<file path="src/inc/dcd_pkg.sv">
// package for the converter and digital I/O register block
// assumes an 8-bit host port with byte offsets and one 40 MHz clock
package dcd_pkg;
    localparam logic [7:0] OFF_CARD_RESET = 8'h00;
    localparam logic [7:0] OFF_CONV_DATA  = 8'hd0;
    localparam logic [7:0] OFF_CONV_HIGH  = 8'hd4;
    localparam logic [7:0] OFF_LINES_LOW  = 8'hd8;
    localparam logic [7:0] OFF_LINES_HIGH = 8'hdc;
    localparam logic [7:0] OFF_GAIN_CHAN  = 8'he0;
    localparam logic [7:0] OFF_TRIG_MODE  = 8'he4;
    localparam logic [7:0] OFF_SW_TRIGGER = 8'he8;
    localparam logic [7:0] OFF_CONV_STAT  = 8'hec;

    localparam int SAMPLE_W = 12;
    localparam int LINES_W  = 16;
    localparam int GAIN_LSB = 0;
    localparam int CHAN_LSB = 2;
    localparam int SW_BIT   = 0;
    localparam int PACE_BIT = 1;
    localparam int RDY_BIT  = 0;
    localparam int RST_BIT  = 0;
    localparam int TRIG_BIT = 0;

    // gain factors per code for the two variants
    localparam logic [9:0] GAIN_LO_TAB [4] = '{10'd1, 10'd2, 10'd4, 10'd8};
    localparam logic [9:0] GAIN_HI_TAB [4] =
        '{10'd1, 10'd10, 10'd100, 10'd1000};

    typedef struct packed {
        logic       wr;
        logic       rd;
        logic [7:0] addr;
        logic [7:0] wdata;
    } dcd_bus_t;

    typedef struct packed {
        logic [1:0] gain;
        logic [3:0] chan;
    } dcd_sel_t;
endpackage

</file>
<file path="src/design/dcd_conv_ctl.sv">
// conversion start and ready-flag control
// assumes done and pacer pulses are already synchronous to i_clk
`timescale 1ns/1ps
module dcd_conv_ctl
(
    // clock and reset
    input  wire logic        i_clk,
    input  wire logic        i_sys_rst,
    // mode and trigger sources
    input  wire logic        i_sw_mode,
    input  wire logic        i_pace_mode,
    input  wire logic        i_sw_trig,
    input  wire logic        i_pace_pulse,
    input  wire logic        i_done,
    // outputs
    output logic             o_start,
    output logic             o_ready
);
    typedef struct packed {
        logic start;
        logic ready;
        logic busy;
    } dcd_cc_st_t;

    dcd_cc_st_t st_q;
    dcd_cc_st_t st_d;
    logic       go;

    always_comb
    begin
        st_d       = st_q;
        // a new start is refused while one is still running
        go         = !st_q.busy && ((i_sw_mode && i_sw_trig) ||
                     (i_pace_mode && i_pace_pulse));
        st_d.start = go;
        if (go)
        begin
            st_d.busy  = 1'b1;
            st_d.ready = 1'b0;
        end
        else if (st_q.busy && i_done)
        begin
            st_d.busy  = 1'b0;
            st_d.ready = 1'b1;
        end
    end

    always_ff @(posedge i_clk)
    begin
        if (i_sys_rst)
            st_q <= '0;
        else
            st_q <= st_d;
    end

    assign o_start = st_q.start;
    assign o_ready = st_q.ready;

    start_one_a: assert property (@(posedge i_clk) disable iff (i_sys_rst)
        o_start |-> !o_ready ##0 !$past(st_q.busy))
        else $error("start issued while busy or ready");
    ready_done_a: assert property (@(posedge i_clk) disable iff (i_sys_rst)
        (st_q.busy && i_done && !go) |=> o_ready)
        else $error("ready not raised after done");
    ready_low_a: assert property (@(posedge i_clk) disable iff (i_sys_rst)
        st_q.busy |-> !o_ready)
        else $error("ready rose during conversion");
    sw_ignored_a: assert property (@(posedge i_clk) disable iff (i_sys_rst)
        (!i_sw_mode && !i_pace_mode) |=> !o_start)
        else $error("start with no mode enabled");
    c_sw: cover property (@(posedge i_clk) i_sw_mode && i_sw_trig ##1 o_start);
    c_pace: cover property (@(posedge i_clk)
        i_pace_mode && i_pace_pulse ##1 o_start);
    c_done: cover property (@(posedge i_clk) o_start ##[1:20] o_ready);
endmodule

</file>
<file path="src/design/dcd_regs.sv">
// host register block of a data acquisition card
// assumes a synchronous 8-bit host port (address, read and write strobes)
`timescale 1ns/1ps
module dcd_regs
#(
    parameter bit HIGH_GAIN = 1'b0
)
(
    // clock and reset
    input  wire logic                i_clk,
    input  wire logic                i_sys_rst,
    // host port
    input  wire dcd_pkg::dcd_bus_t   i_bus,
    output logic [7:0]               o_rdata,
    // converter side
    input  wire logic [11:0]         i_sample_bits,
    input  wire logic                i_conv_done,
    input  wire logic                i_pacer,
    input  wire logic                i_diff_mode,
    output logic                     o_conv_start,
    output logic [11:0]              o_dac_code,
    output logic [3:0]               o_input_channel_select,
    output logic                     o_amp_gain_sel_hi,
    output logic                     o_amp_gain_sel_lo,
    output logic [9:0]               o_gain_factor,
    // digital lines
    input  wire logic [15:0]         i_in_lines,
    output logic [15:0]              o_out_lines
);
    typedef struct packed {
        logic [7:0]  rdata;
        logic [11:0] result;
        logic [7:0]  dac_stage;
        logic [11:0] dac_code;
        logic [15:0] out_lines;
        logic [5:0]  sel;
        logic [1:0]  mode;
        logic        card_run;
        logic [3:0]  chan_eff;
        logic [9:0]  gain_f;
        logic        sw_trig;
        logic [1:0]  pace_s;
        logic        pace_last;
        logic [1:0]  done_s;
        logic        done_last;
        logic [15:0] in_s1;
        logic [15:0] in_s2;
        logic [1:0]  diff_s;
    } dcd_st_t;

    dcd_st_t st_q;
    dcd_st_t st_d;
    logic    conv_ready;
    logic    conv_start;
    logic    done_pulse;
    logic    pace_pulse;

    assign done_pulse = st_q.done_s[1] && !st_q.done_last;
    assign pace_pulse = st_q.pace_s[1] && !st_q.pace_last;

    dcd_conv_ctl u_conv
    (
        .i_clk        (i_clk),
        .i_sys_rst    (i_sys_rst),
        .i_sw_mode    (st_q.mode[dcd_pkg::SW_BIT]),
        .i_pace_mode  (st_q.mode[dcd_pkg::PACE_BIT]),
        .i_sw_trig    (st_q.sw_trig),
        .i_pace_pulse (pace_pulse),
        .i_done       (done_pulse),
        .o_start      (conv_start),
        .o_ready      (conv_ready)
    );

    always_comb
    begin
        st_d           = st_q;
        st_d.sw_trig   = 1'b0;
        // pins cross two flops before use; host reads of the lines take the second
        st_d.in_s1     = i_in_lines;
        st_d.in_s2     = st_q.in_s1;
        // the input-type strap is a pin too, so it is synchronised
        st_d.diff_s    = {st_q.diff_s[0], i_diff_mode};
        st_d.pace_s    = {st_q.pace_s[0], i_pacer};
        st_d.pace_last = st_q.pace_s[1];
        st_d.done_s    = {st_q.done_s[0], i_conv_done};
        st_d.done_last = st_q.done_s[1];
        // result captured once at completion so a read never tears
        if (done_pulse)
            st_d.result = i_sample_bits;
        st_d.rdata = 8'h00;
        if (i_bus.rd)
        begin
            case (i_bus.addr)
                dcd_pkg::OFF_CONV_DATA:
                    st_d.rdata = st_q.result[7:0];
                dcd_pkg::OFF_CONV_HIGH:
                    st_d.rdata = {4'h0, st_q.result[11:8]};
                dcd_pkg::OFF_LINES_LOW:
                    st_d.rdata = st_q.in_s2[7:0];
                dcd_pkg::OFF_LINES_HIGH:
                    st_d.rdata = st_q.in_s2[15:8];
                dcd_pkg::OFF_CONV_STAT:
                    st_d.rdata = {7'h00, conv_ready};
                dcd_pkg::OFF_CARD_RESET:
                    st_d.rdata = {7'h00, st_q.card_run};
                default:
                    st_d.rdata = 8'h00;
            endcase
        end
        // write path never touches the conversion result or the sampled input lines
        if (i_bus.wr)
        begin
            case (i_bus.addr)
                dcd_pkg::OFF_CONV_DATA:
                    st_d.dac_stage = i_bus.wdata;
                dcd_pkg::OFF_CONV_HIGH:
                    st_d.dac_code = {i_bus.wdata[3:0],
                                     st_q.dac_stage};
                dcd_pkg::OFF_LINES_LOW:
                    if (st_q.card_run)
                        st_d.out_lines[7:0] = i_bus.wdata;
                dcd_pkg::OFF_LINES_HIGH:
                    if (st_q.card_run)
                        st_d.out_lines[15:8] = i_bus.wdata;
                dcd_pkg::OFF_GAIN_CHAN:
                    st_d.sel = i_bus.wdata[5:0];
                dcd_pkg::OFF_TRIG_MODE:
                    st_d.mode = i_bus.wdata[1:0];
                dcd_pkg::OFF_SW_TRIGGER:
                    st_d.sw_trig = i_bus.wdata[dcd_pkg::TRIG_BIT];
                dcd_pkg::OFF_CARD_RESET:
                    st_d.card_run = i_bus.wdata[dcd_pkg::RST_BIT];
                default:
                    st_d.sw_trig = 1'b0;
            endcase
        end
        // differential inputs only have eight pairs
        st_d.chan_eff = st_d.sel[dcd_pkg::CHAN_LSB +: 4];
        if (st_q.diff_s[1])
            st_d.chan_eff[3] = 1'b0;
        if (HIGH_GAIN)
            st_d.gain_f =
                dcd_pkg::GAIN_HI_TAB[st_d.sel[dcd_pkg::GAIN_LSB +: 2]];
        else
            st_d.gain_f =
                dcd_pkg::GAIN_LO_TAB[st_d.sel[dcd_pkg::GAIN_LSB +: 2]];
    end

    always_ff @(posedge i_clk)
    begin
        if (i_sys_rst)
        begin
            st_q        <= '0;
            st_q.gain_f <= dcd_pkg::GAIN_LO_TAB[0];
        end
        else
            st_q <= st_d;
    end

    assign o_rdata                = st_q.rdata;
    assign o_dac_code             = st_q.dac_code;
    assign o_out_lines            = st_q.out_lines;
    assign o_input_channel_select = st_q.chan_eff;
    assign o_amp_gain_sel_hi      = st_q.sel[1];
    assign o_amp_gain_sel_lo      = st_q.sel[0];
    assign o_gain_factor          = st_q.gain_f;
    assign o_conv_start           = conv_start;

    dac_double_a: assert property (@(posedge i_clk) disable iff (i_sys_rst)
        (i_bus.wr && i_bus.addr == dcd_pkg::OFF_CONV_DATA)
        |=> $stable(o_dac_code))
        else $error("output code changed on low byte write");
    dac_load_a: assert property (@(posedge i_clk) disable iff (i_sys_rst)
        (i_bus.wr && i_bus.addr == dcd_pkg::OFF_CONV_HIGH)
        |=> o_dac_code == {$past(i_bus.wdata[3:0]),
                           $past(st_q.dac_stage)})
        else $error("output code not loaded from stage");
    hi_zero_a: assert property (@(posedge i_clk) disable iff (i_sys_rst)
        (i_bus.rd && i_bus.addr == dcd_pkg::OFF_CONV_HIGH)
        |=> o_rdata[7:4] == 4'h0)
        else $error("result high nibble upper bits not zero");
    stat_read_a: assert property (@(posedge i_clk) disable iff (i_sys_rst)
        (i_bus.rd && i_bus.addr == dcd_pkg::OFF_CONV_STAT)
        |=> o_rdata == {7'h00, $past(conv_ready)})
        else $error("status read wrong");
    lines_gate_a: assert property (@(posedge i_clk) disable iff (i_sys_rst)
        !st_q.card_run |=> $stable(o_out_lines))
        else $error("output lines moved while card held in reset");
    chan_diff_a: assert property (@(posedge i_clk) disable iff (i_sys_rst)
        st_q.diff_s[1]
        |=> !o_input_channel_select[3])
        else $error("top channel bit used in differential mode");
    result_keep_a: assert property (@(posedge i_clk) disable iff (i_sys_rst)
        (i_bus.wr && !done_pulse) |=> $stable(st_q.result))
        else $error("write altered conversion result");

    // read data stands one cycle only, so an idle port must read zero
    rd_idle_a: assert property (
        @(posedge i_clk) disable iff (i_sys_rst)
        !i_bus.rd
        |=> o_rdata == 8'h00)
        else $error("read data not cleared when idle");

    lo_read_a: assert property (
        @(posedge i_clk) disable iff (i_sys_rst)
        (i_bus.rd && i_bus.addr == dcd_pkg::OFF_CONV_DATA)
        |=> o_rdata == $past(st_q.result[7:0]))
        else $error("result low byte read wrong");

    in_lo_read_a: assert property (
        @(posedge i_clk) disable iff (i_sys_rst)
        (i_bus.rd && i_bus.addr == dcd_pkg::OFF_LINES_LOW)
        |=> o_rdata == $past(st_q.in_s2[7:0]))
        else $error("input lines low byte read wrong");

    in_hi_read_a: assert property (
        @(posedge i_clk) disable iff (i_sys_rst)
        (i_bus.rd && i_bus.addr == dcd_pkg::OFF_LINES_HIGH)
        |=> o_rdata == $past(st_q.in_s2[15:8]))
        else $error("input lines high byte read wrong");

    card_rd_a: assert property (
        @(posedge i_clk) disable iff (i_sys_rst)
        (i_bus.rd && i_bus.addr == dcd_pkg::OFF_CARD_RESET)
        |=> o_rdata == {7'h00, $past(st_q.card_run)})
        else $error("card run bit read wrong");

    out_lo_a: assert property (
        @(posedge i_clk) disable iff (i_sys_rst)
        (i_bus.wr && i_bus.addr == dcd_pkg::OFF_LINES_LOW && st_q.card_run)
        |=> o_out_lines[7:0] == $past(i_bus.wdata))
        else $error("output lines low byte not written");

    out_hi_a: assert property (
        @(posedge i_clk) disable iff (i_sys_rst)
        (i_bus.wr && i_bus.addr == dcd_pkg::OFF_LINES_HIGH && st_q.card_run)
        |=> o_out_lines[15:8] == $past(i_bus.wdata))
        else $error("output lines high byte not written");

    lines_hold_a: assert property (
        @(posedge i_clk) disable iff (i_sys_rst)
        !i_bus.wr
        |=> $stable(o_out_lines))
        else $error("output lines moved without a write");

    dac_hold_a: assert property (
        @(posedge i_clk) disable iff (i_sys_rst)
        !(i_bus.wr && i_bus.addr == dcd_pkg::OFF_CONV_HIGH)
        |=> $stable(o_dac_code))
        else $error("output code moved without nibble write");

    sel_wr_a: assert property (
        @(posedge i_clk) disable iff (i_sys_rst)
        (i_bus.wr && i_bus.addr == dcd_pkg::OFF_GAIN_CHAN)
        |=> {o_amp_gain_sel_hi, o_amp_gain_sel_lo} == $past(i_bus.wdata[1:0]))
        else $error("gain code not written");

    gsel_hold_a: assert property (
        @(posedge i_clk) disable iff (i_sys_rst)
        !(i_bus.wr && i_bus.addr == dcd_pkg::OFF_GAIN_CHAN)
        |=> $stable({o_amp_gain_sel_hi, o_amp_gain_sel_lo}))
        else $error("gain code moved without a write");

    chan_se_a: assert property (
        @(posedge i_clk) disable iff (i_sys_rst)
        (!st_q.diff_s[1] && i_bus.wr && i_bus.addr == dcd_pkg::OFF_GAIN_CHAN)
        |=> o_input_channel_select == $past(i_bus.wdata[5:2]))
        else $error("single-ended channel not taken whole");

    gain_one_a: assert property (
        @(posedge i_clk) disable iff (i_sys_rst)
        ({o_amp_gain_sel_hi, o_amp_gain_sel_lo} == 2'b00)
        |-> o_gain_factor == dcd_pkg::GAIN_LO_TAB[0])
        else $error("unity gain code gives wrong factor");

    gain_top_a: assert property (
        @(posedge i_clk) disable iff (i_sys_rst)
        ({o_amp_gain_sel_hi, o_amp_gain_sel_lo} == 2'b11)
        |-> o_gain_factor == (HIGH_GAIN ? dcd_pkg::GAIN_HI_TAB[3]
                                        : dcd_pkg::GAIN_LO_TAB[3]))
        else $error("top gain code gives wrong factor");

    result_cap_a: assert property (
        @(posedge i_clk) disable iff (i_sys_rst)
        done_pulse
        |=> st_q.result == $past(i_sample_bits))
        else $error("result not captured at completion");

    mode_wr_a: assert property (
        @(posedge i_clk) disable iff (i_sys_rst)
        (i_bus.wr && i_bus.addr == dcd_pkg::OFF_TRIG_MODE)
        |=> st_q.mode == $past(i_bus.wdata[1:0]))
        else $error("trigger mode not written");

    mode_hold_a: assert property (
        @(posedge i_clk) disable iff (i_sys_rst)
        !(i_bus.wr && i_bus.addr == dcd_pkg::OFF_TRIG_MODE)
        |=> $stable(st_q.mode))
        else $error("trigger mode moved without a write");

    trig_set_a: assert property (
        @(posedge i_clk) disable iff (i_sys_rst)
        (i_bus.wr && i_bus.addr == dcd_pkg::OFF_SW_TRIGGER)
        |=> st_q.sw_trig == $past(i_bus.wdata[dcd_pkg::TRIG_BIT]))
        else $error("software trigger not taken");

    no_trig_a: assert property (
        @(posedge i_clk) disable iff (i_sys_rst)
        !(i_bus.wr && i_bus.addr == dcd_pkg::OFF_SW_TRIGGER)
        |=> !st_q.sw_trig)
        else $error("software trigger without a write");

    start_pulse_a: assert property (
        @(posedge i_clk) disable iff (i_sys_rst)
        o_conv_start
        |=> !o_conv_start)
        else $error("start longer than one cycle");

    // the first edge after release still shows the reset image
    reset_clear_a: assert property (
        @(posedge i_clk) disable iff (i_sys_rst)
        $past(i_sys_rst)
        |-> (o_out_lines == '0 && o_dac_code == '0
             && st_q.sel == '0 && st_q.mode == '0))
        else $error("state not cleared by reset");
    c_dac: cover property (@(posedge i_clk) i_bus.wr
        && i_bus.addr == dcd_pkg::OFF_CONV_DATA ##[1:4] i_bus.wr
        && i_bus.addr == dcd_pkg::OFF_CONV_HIGH);
    c_dout: cover property (@(posedge i_clk) $changed(o_out_lines));
endmodule

</file>
<file path="config.mk">
export PLATFORM = sky130hd
export DESIGN_NAME = dcd_regs
export DESIGN_NICKNAME = d
export VERILOG_FILES = /design/src/inc/dcd_pkg.sv /design/src/design/dcd_conv_ctl.sv /design/src/design/dcd_regs.sv
export SDC_FILE = /design/constraint.sdc
export NUM_CORES = 1
export LEC_CHECK = 0
export BUFFER_PORTS_ARGS = -buffer_cell sky130_fd_sc_hd__buf_2
export CORE_UTILIZATION = 35
export CTS_BUF_LIST = sky130_fd_sc_hd__clkbuf_16
export DETAILED_ROUTE_END_ITERATION = 12
export HOLD_SLACK_MARGIN = 0.1
export SLEW_MARGIN = 25
export SYNTH_ARGS = -nofsm -noshare
export SYNTH_HDL_FRONTEND = slang
export SYNTH_SLANG_ARGS = --single-unit
</file>
<file path="constraint.sdc">
create_clock -name i_clk -period 1.8 [get_ports i_clk]
set_clock_uncertainty 0.05 [all_clocks]
set_input_delay 0 -clock i_clk [delete_from_list [all_inputs] [get_ports i_clk]]
set_output_delay 0 -clock i_clk [all_outputs]
set_load 0.05 [all_outputs]
</file>
==> flow_summary.json <==
{
  "fin_tns_setup_ns": 0,
  "synth_mux_area_share_pct": 13.0,
  "synth_top_cell_by_area": "dfxtp_1",
  "start_kind": "input port",
  "final_layout_size_suffix_gt1_share_pct": 25.7,
  "clockBufferDepth": 2,
  "start_util_pct": 36.3,
  "routedWlPerCell_um": 13.2,
  "synth_edf_count": 0,
  "wl_um": 9650,
  "clock-sinks": 114,
  "io_pins": 104,
  "stdcell_count": 732,
  "synthTopCellsByArea": "dfxtp_1 (52%), mux2i_1 (11%), buf_4 (8.5%)",
  "drc": 0,
  "rsz0062_at_grt": "no",
  "min_period_ns": 1.67,
  "cts_buffers": 17,
  "critPathCaptureType": "flip-flop",
  "viasPerCell": 4.38,
  "peakVddDrop_uv": 470,
  "grt.total_usage_pct": 15.3,
  "synthAdderAreaFrac_pct": 0,
  "path_max_fanout": 5,
  "powerDensity_nw_per_um2": 1090,
  "cts_max_level": 4,
  "ant_nets": 0,
  "max_freq_mhz": 600,
  "dieArea_um2": 13000,
  "core_area_um2": 12100,
  "fp.dieW_um": 114,
  "async_flop_share_pct": 0,
  "clk_pin_slew_worst_paths_ns": 0.05,
  "arrival_ns": 1.94,
  "clock_latency_ns": 0.40,
  "antenna_found_initial": 0,
  "status": "complete, no violations",
  "synth_top_family_by_area": "simple AND/OR/NAND/NOR gates",
  "dp_cells": 638,
  "area_growth_pct": 35.0,
  "synth_xor_area_share_pct": 0,
  "gp_congestion": 0.792,
  "hold_path_class": "in -> reg",
  "synth_flop_cell": "dfxtp_1",
  "drv_slew": 0,
  "netlist_instances": 437,
  "leakage_nw": 2.77,
  "n_fill_cell": 1117,
  "netlist_area_um2": 4390,
  "ys_seq_elements": 114,
  "die_h_um": 114,
  "path_class": "in -> reg",
  "finalCritPeriodShare_pct": 92.5,
  "tritoncts": "built",
  "synth_compound_area_share_pct": 3.65,
  "grt_pass1_wl_um": 15100,
  "vias": 3208,
  "hold_viol": 0,
  "cts_setup_buffers": 0,
  "num_antenna_cells": 0,
  "yosysMostFrequentCell": "dfxtp_1",
  "drt_iter0_drc": 150,
  "max_cap_viol_count": 0,
  "overflow": 0,
  "first_pass_iters": 7,
  "rows": 40,
  "portBuffers": 97,
  "final-setup-viol-count": 0,
  "ys_types": 40,
  "synth_simple_gate_area_share_pct": 20.1,
  "avgSynthCellArea_um2": 10.1,
  "yosysSeqAreaShare_pct": 52.0,
  "yosys_warnings": 0,
  "fin_nets": 602,
  "synth_top_cell_area_share_pct": 52.0,
  "cts-root-buf": "clkbuf_16",
  "grt_max_degree": 79,
  "grt_pass1_vias": 3170,
  "hpwl_um": 6070,
  "synthTopCellsByCount": "dfxtp_1 (114), nor2_1 (57), buf_4 (50), mux2i_1 (49), nor2b_1 (44)",
  "crit_required_ns": 2.08
}
[critical path: stages]
cell and delay, ns:
dlygate4sd3_1 0.54, buf_2 0.17, nor4b_2 0.40, dlygate4sd3_1 0.61, nand3b_1 0.08, nor2_1 0.14
[state kept, by name, summed over array words and instances (netlist names)]
| register | cells |
|---|---|
| st_q | 47 |
| st_d | 21 |
| o_out_lines | 16 |
| o_dac_code | 12 |
| o_rdata | 8 |
| o_gain_factor | 4 |
| o_amp_gain_sel_hi | 1 |
| o_amp_gain_sel_lo | 1 |
| o_input_channel_select | 1 |
| u_conv.o_ready | 1 |
| u_conv.o_start | 1 |
| u_conv.st_q | 1 |
[area by class of cell]
type / count / area, um2 / area share [%]
clock buffers: 17 / 425 / 7.17
clock inverters: 15 / 196 / 3.31
inverters: 1 / 3.75 / 0.0633
multi-input cells: 252 / 1650 / 27.8
flip-flops and latches: 114 / 2280 / 38.5
well taps: 168 / 210 / 3.54
repair buffers: 165 / 1170 / 19.7
[metrics by stage]
| stage | setup slack, ns | util, % | instance area (um2) | hold slack, ns | power [W] |
|---|---|---|---|---|---|
| CTS | 0.0291 | 48.9 | 5920 | 0.282 | 0.00654 |
| detailed placement | 0.236 | 38.6 | 4680 | 0.168 | 0.00291 |
| global route | 0.0401 | 49.0 | 5930 | 0.292 | 0.00670 |
| floorplan | 0.522 | - | 4410 | 0.0782 | 0.00281 |
| global placement | 0.277 | 38.6 | 4680 | 0.165 | 0.00290 |
| finish | 0.135 | 49.0 | 5930 | 0.289 | 0.00648 |
[worst paths after layout]
kind              slack, ns           startpoint  cells after the start                                    to
setup reg to reg       0.15  st_d[34]$_SDFF_PP0_                      5                st_q[103]$_SDFFE_PP0P_
hold / removal         0.29       i_in_lines[10]                      3                   st_d[12]$_SDFF_PP0_
setup / recovery       0.13            i_bus[10]                      6                   st_q[40]$_SDFF_PP0_
hold reg to reg        0.33   st_q[1]$_SDFF_PP0_                      1  o_input_channel_select[3]$_SDFF_PP0_
[repair_timing]
| action | in CTS | in global routing |
|---|---|---|
| resized for setup | 0 | 4 |
| hold buffers | 62 | 0 |
| endpoints found under the setup margin | 0 | 10 |
| hold endpoints to repair | 88 | 0 |
[power breakdown]
part / total [W] / switching, W / internal, W
Sequential: 0.00260 / 0.0000172 / 0.00258
Combinational: 0.000360 / 0.000178 / 0.000183
Clock: 0.00352 / 0.00111 / 0.00241
Total: 0.00648 / 0.00130 / 0.00518
[placed cells by master, fill, tap and decap left out, drive strengths merged, types with 4 or more instances in the layout]
cell type and count:
buf 103, clkinv 8, a31oi 4, dfxtp 114, bufinv 5, a21oi 16
nor3 4, nor2 57, nand4 4, conb 6, clkbuf 17, nand2 30
and3 6, dlygate4sd3 62, nor2b 44, nand3 4, mux2i 49
[kinds of logic (layout without fill, tap and decap cells)]
| logic type | after synthesis | after routing |
|---|---|---|
| flops | 114 | 114 |
| mux | 53 | 53 |
| other cells | 1 | 6 |
| buf+inv | 76 | 198 |
| compound gates | 27 | 27 |
| simple gates | 166 | 166 |
[layer usage]
metal	up-vias	part of all wire [%]	track usage [%]
met5	-	0	0
met4	0	2.2	7.27
met3	20	4.9	4.84
met2	84	45	23.8
met1	1483	48	19.3
li1	1621	-	-
Note: power is estimated with default switching activity, not from simulation.
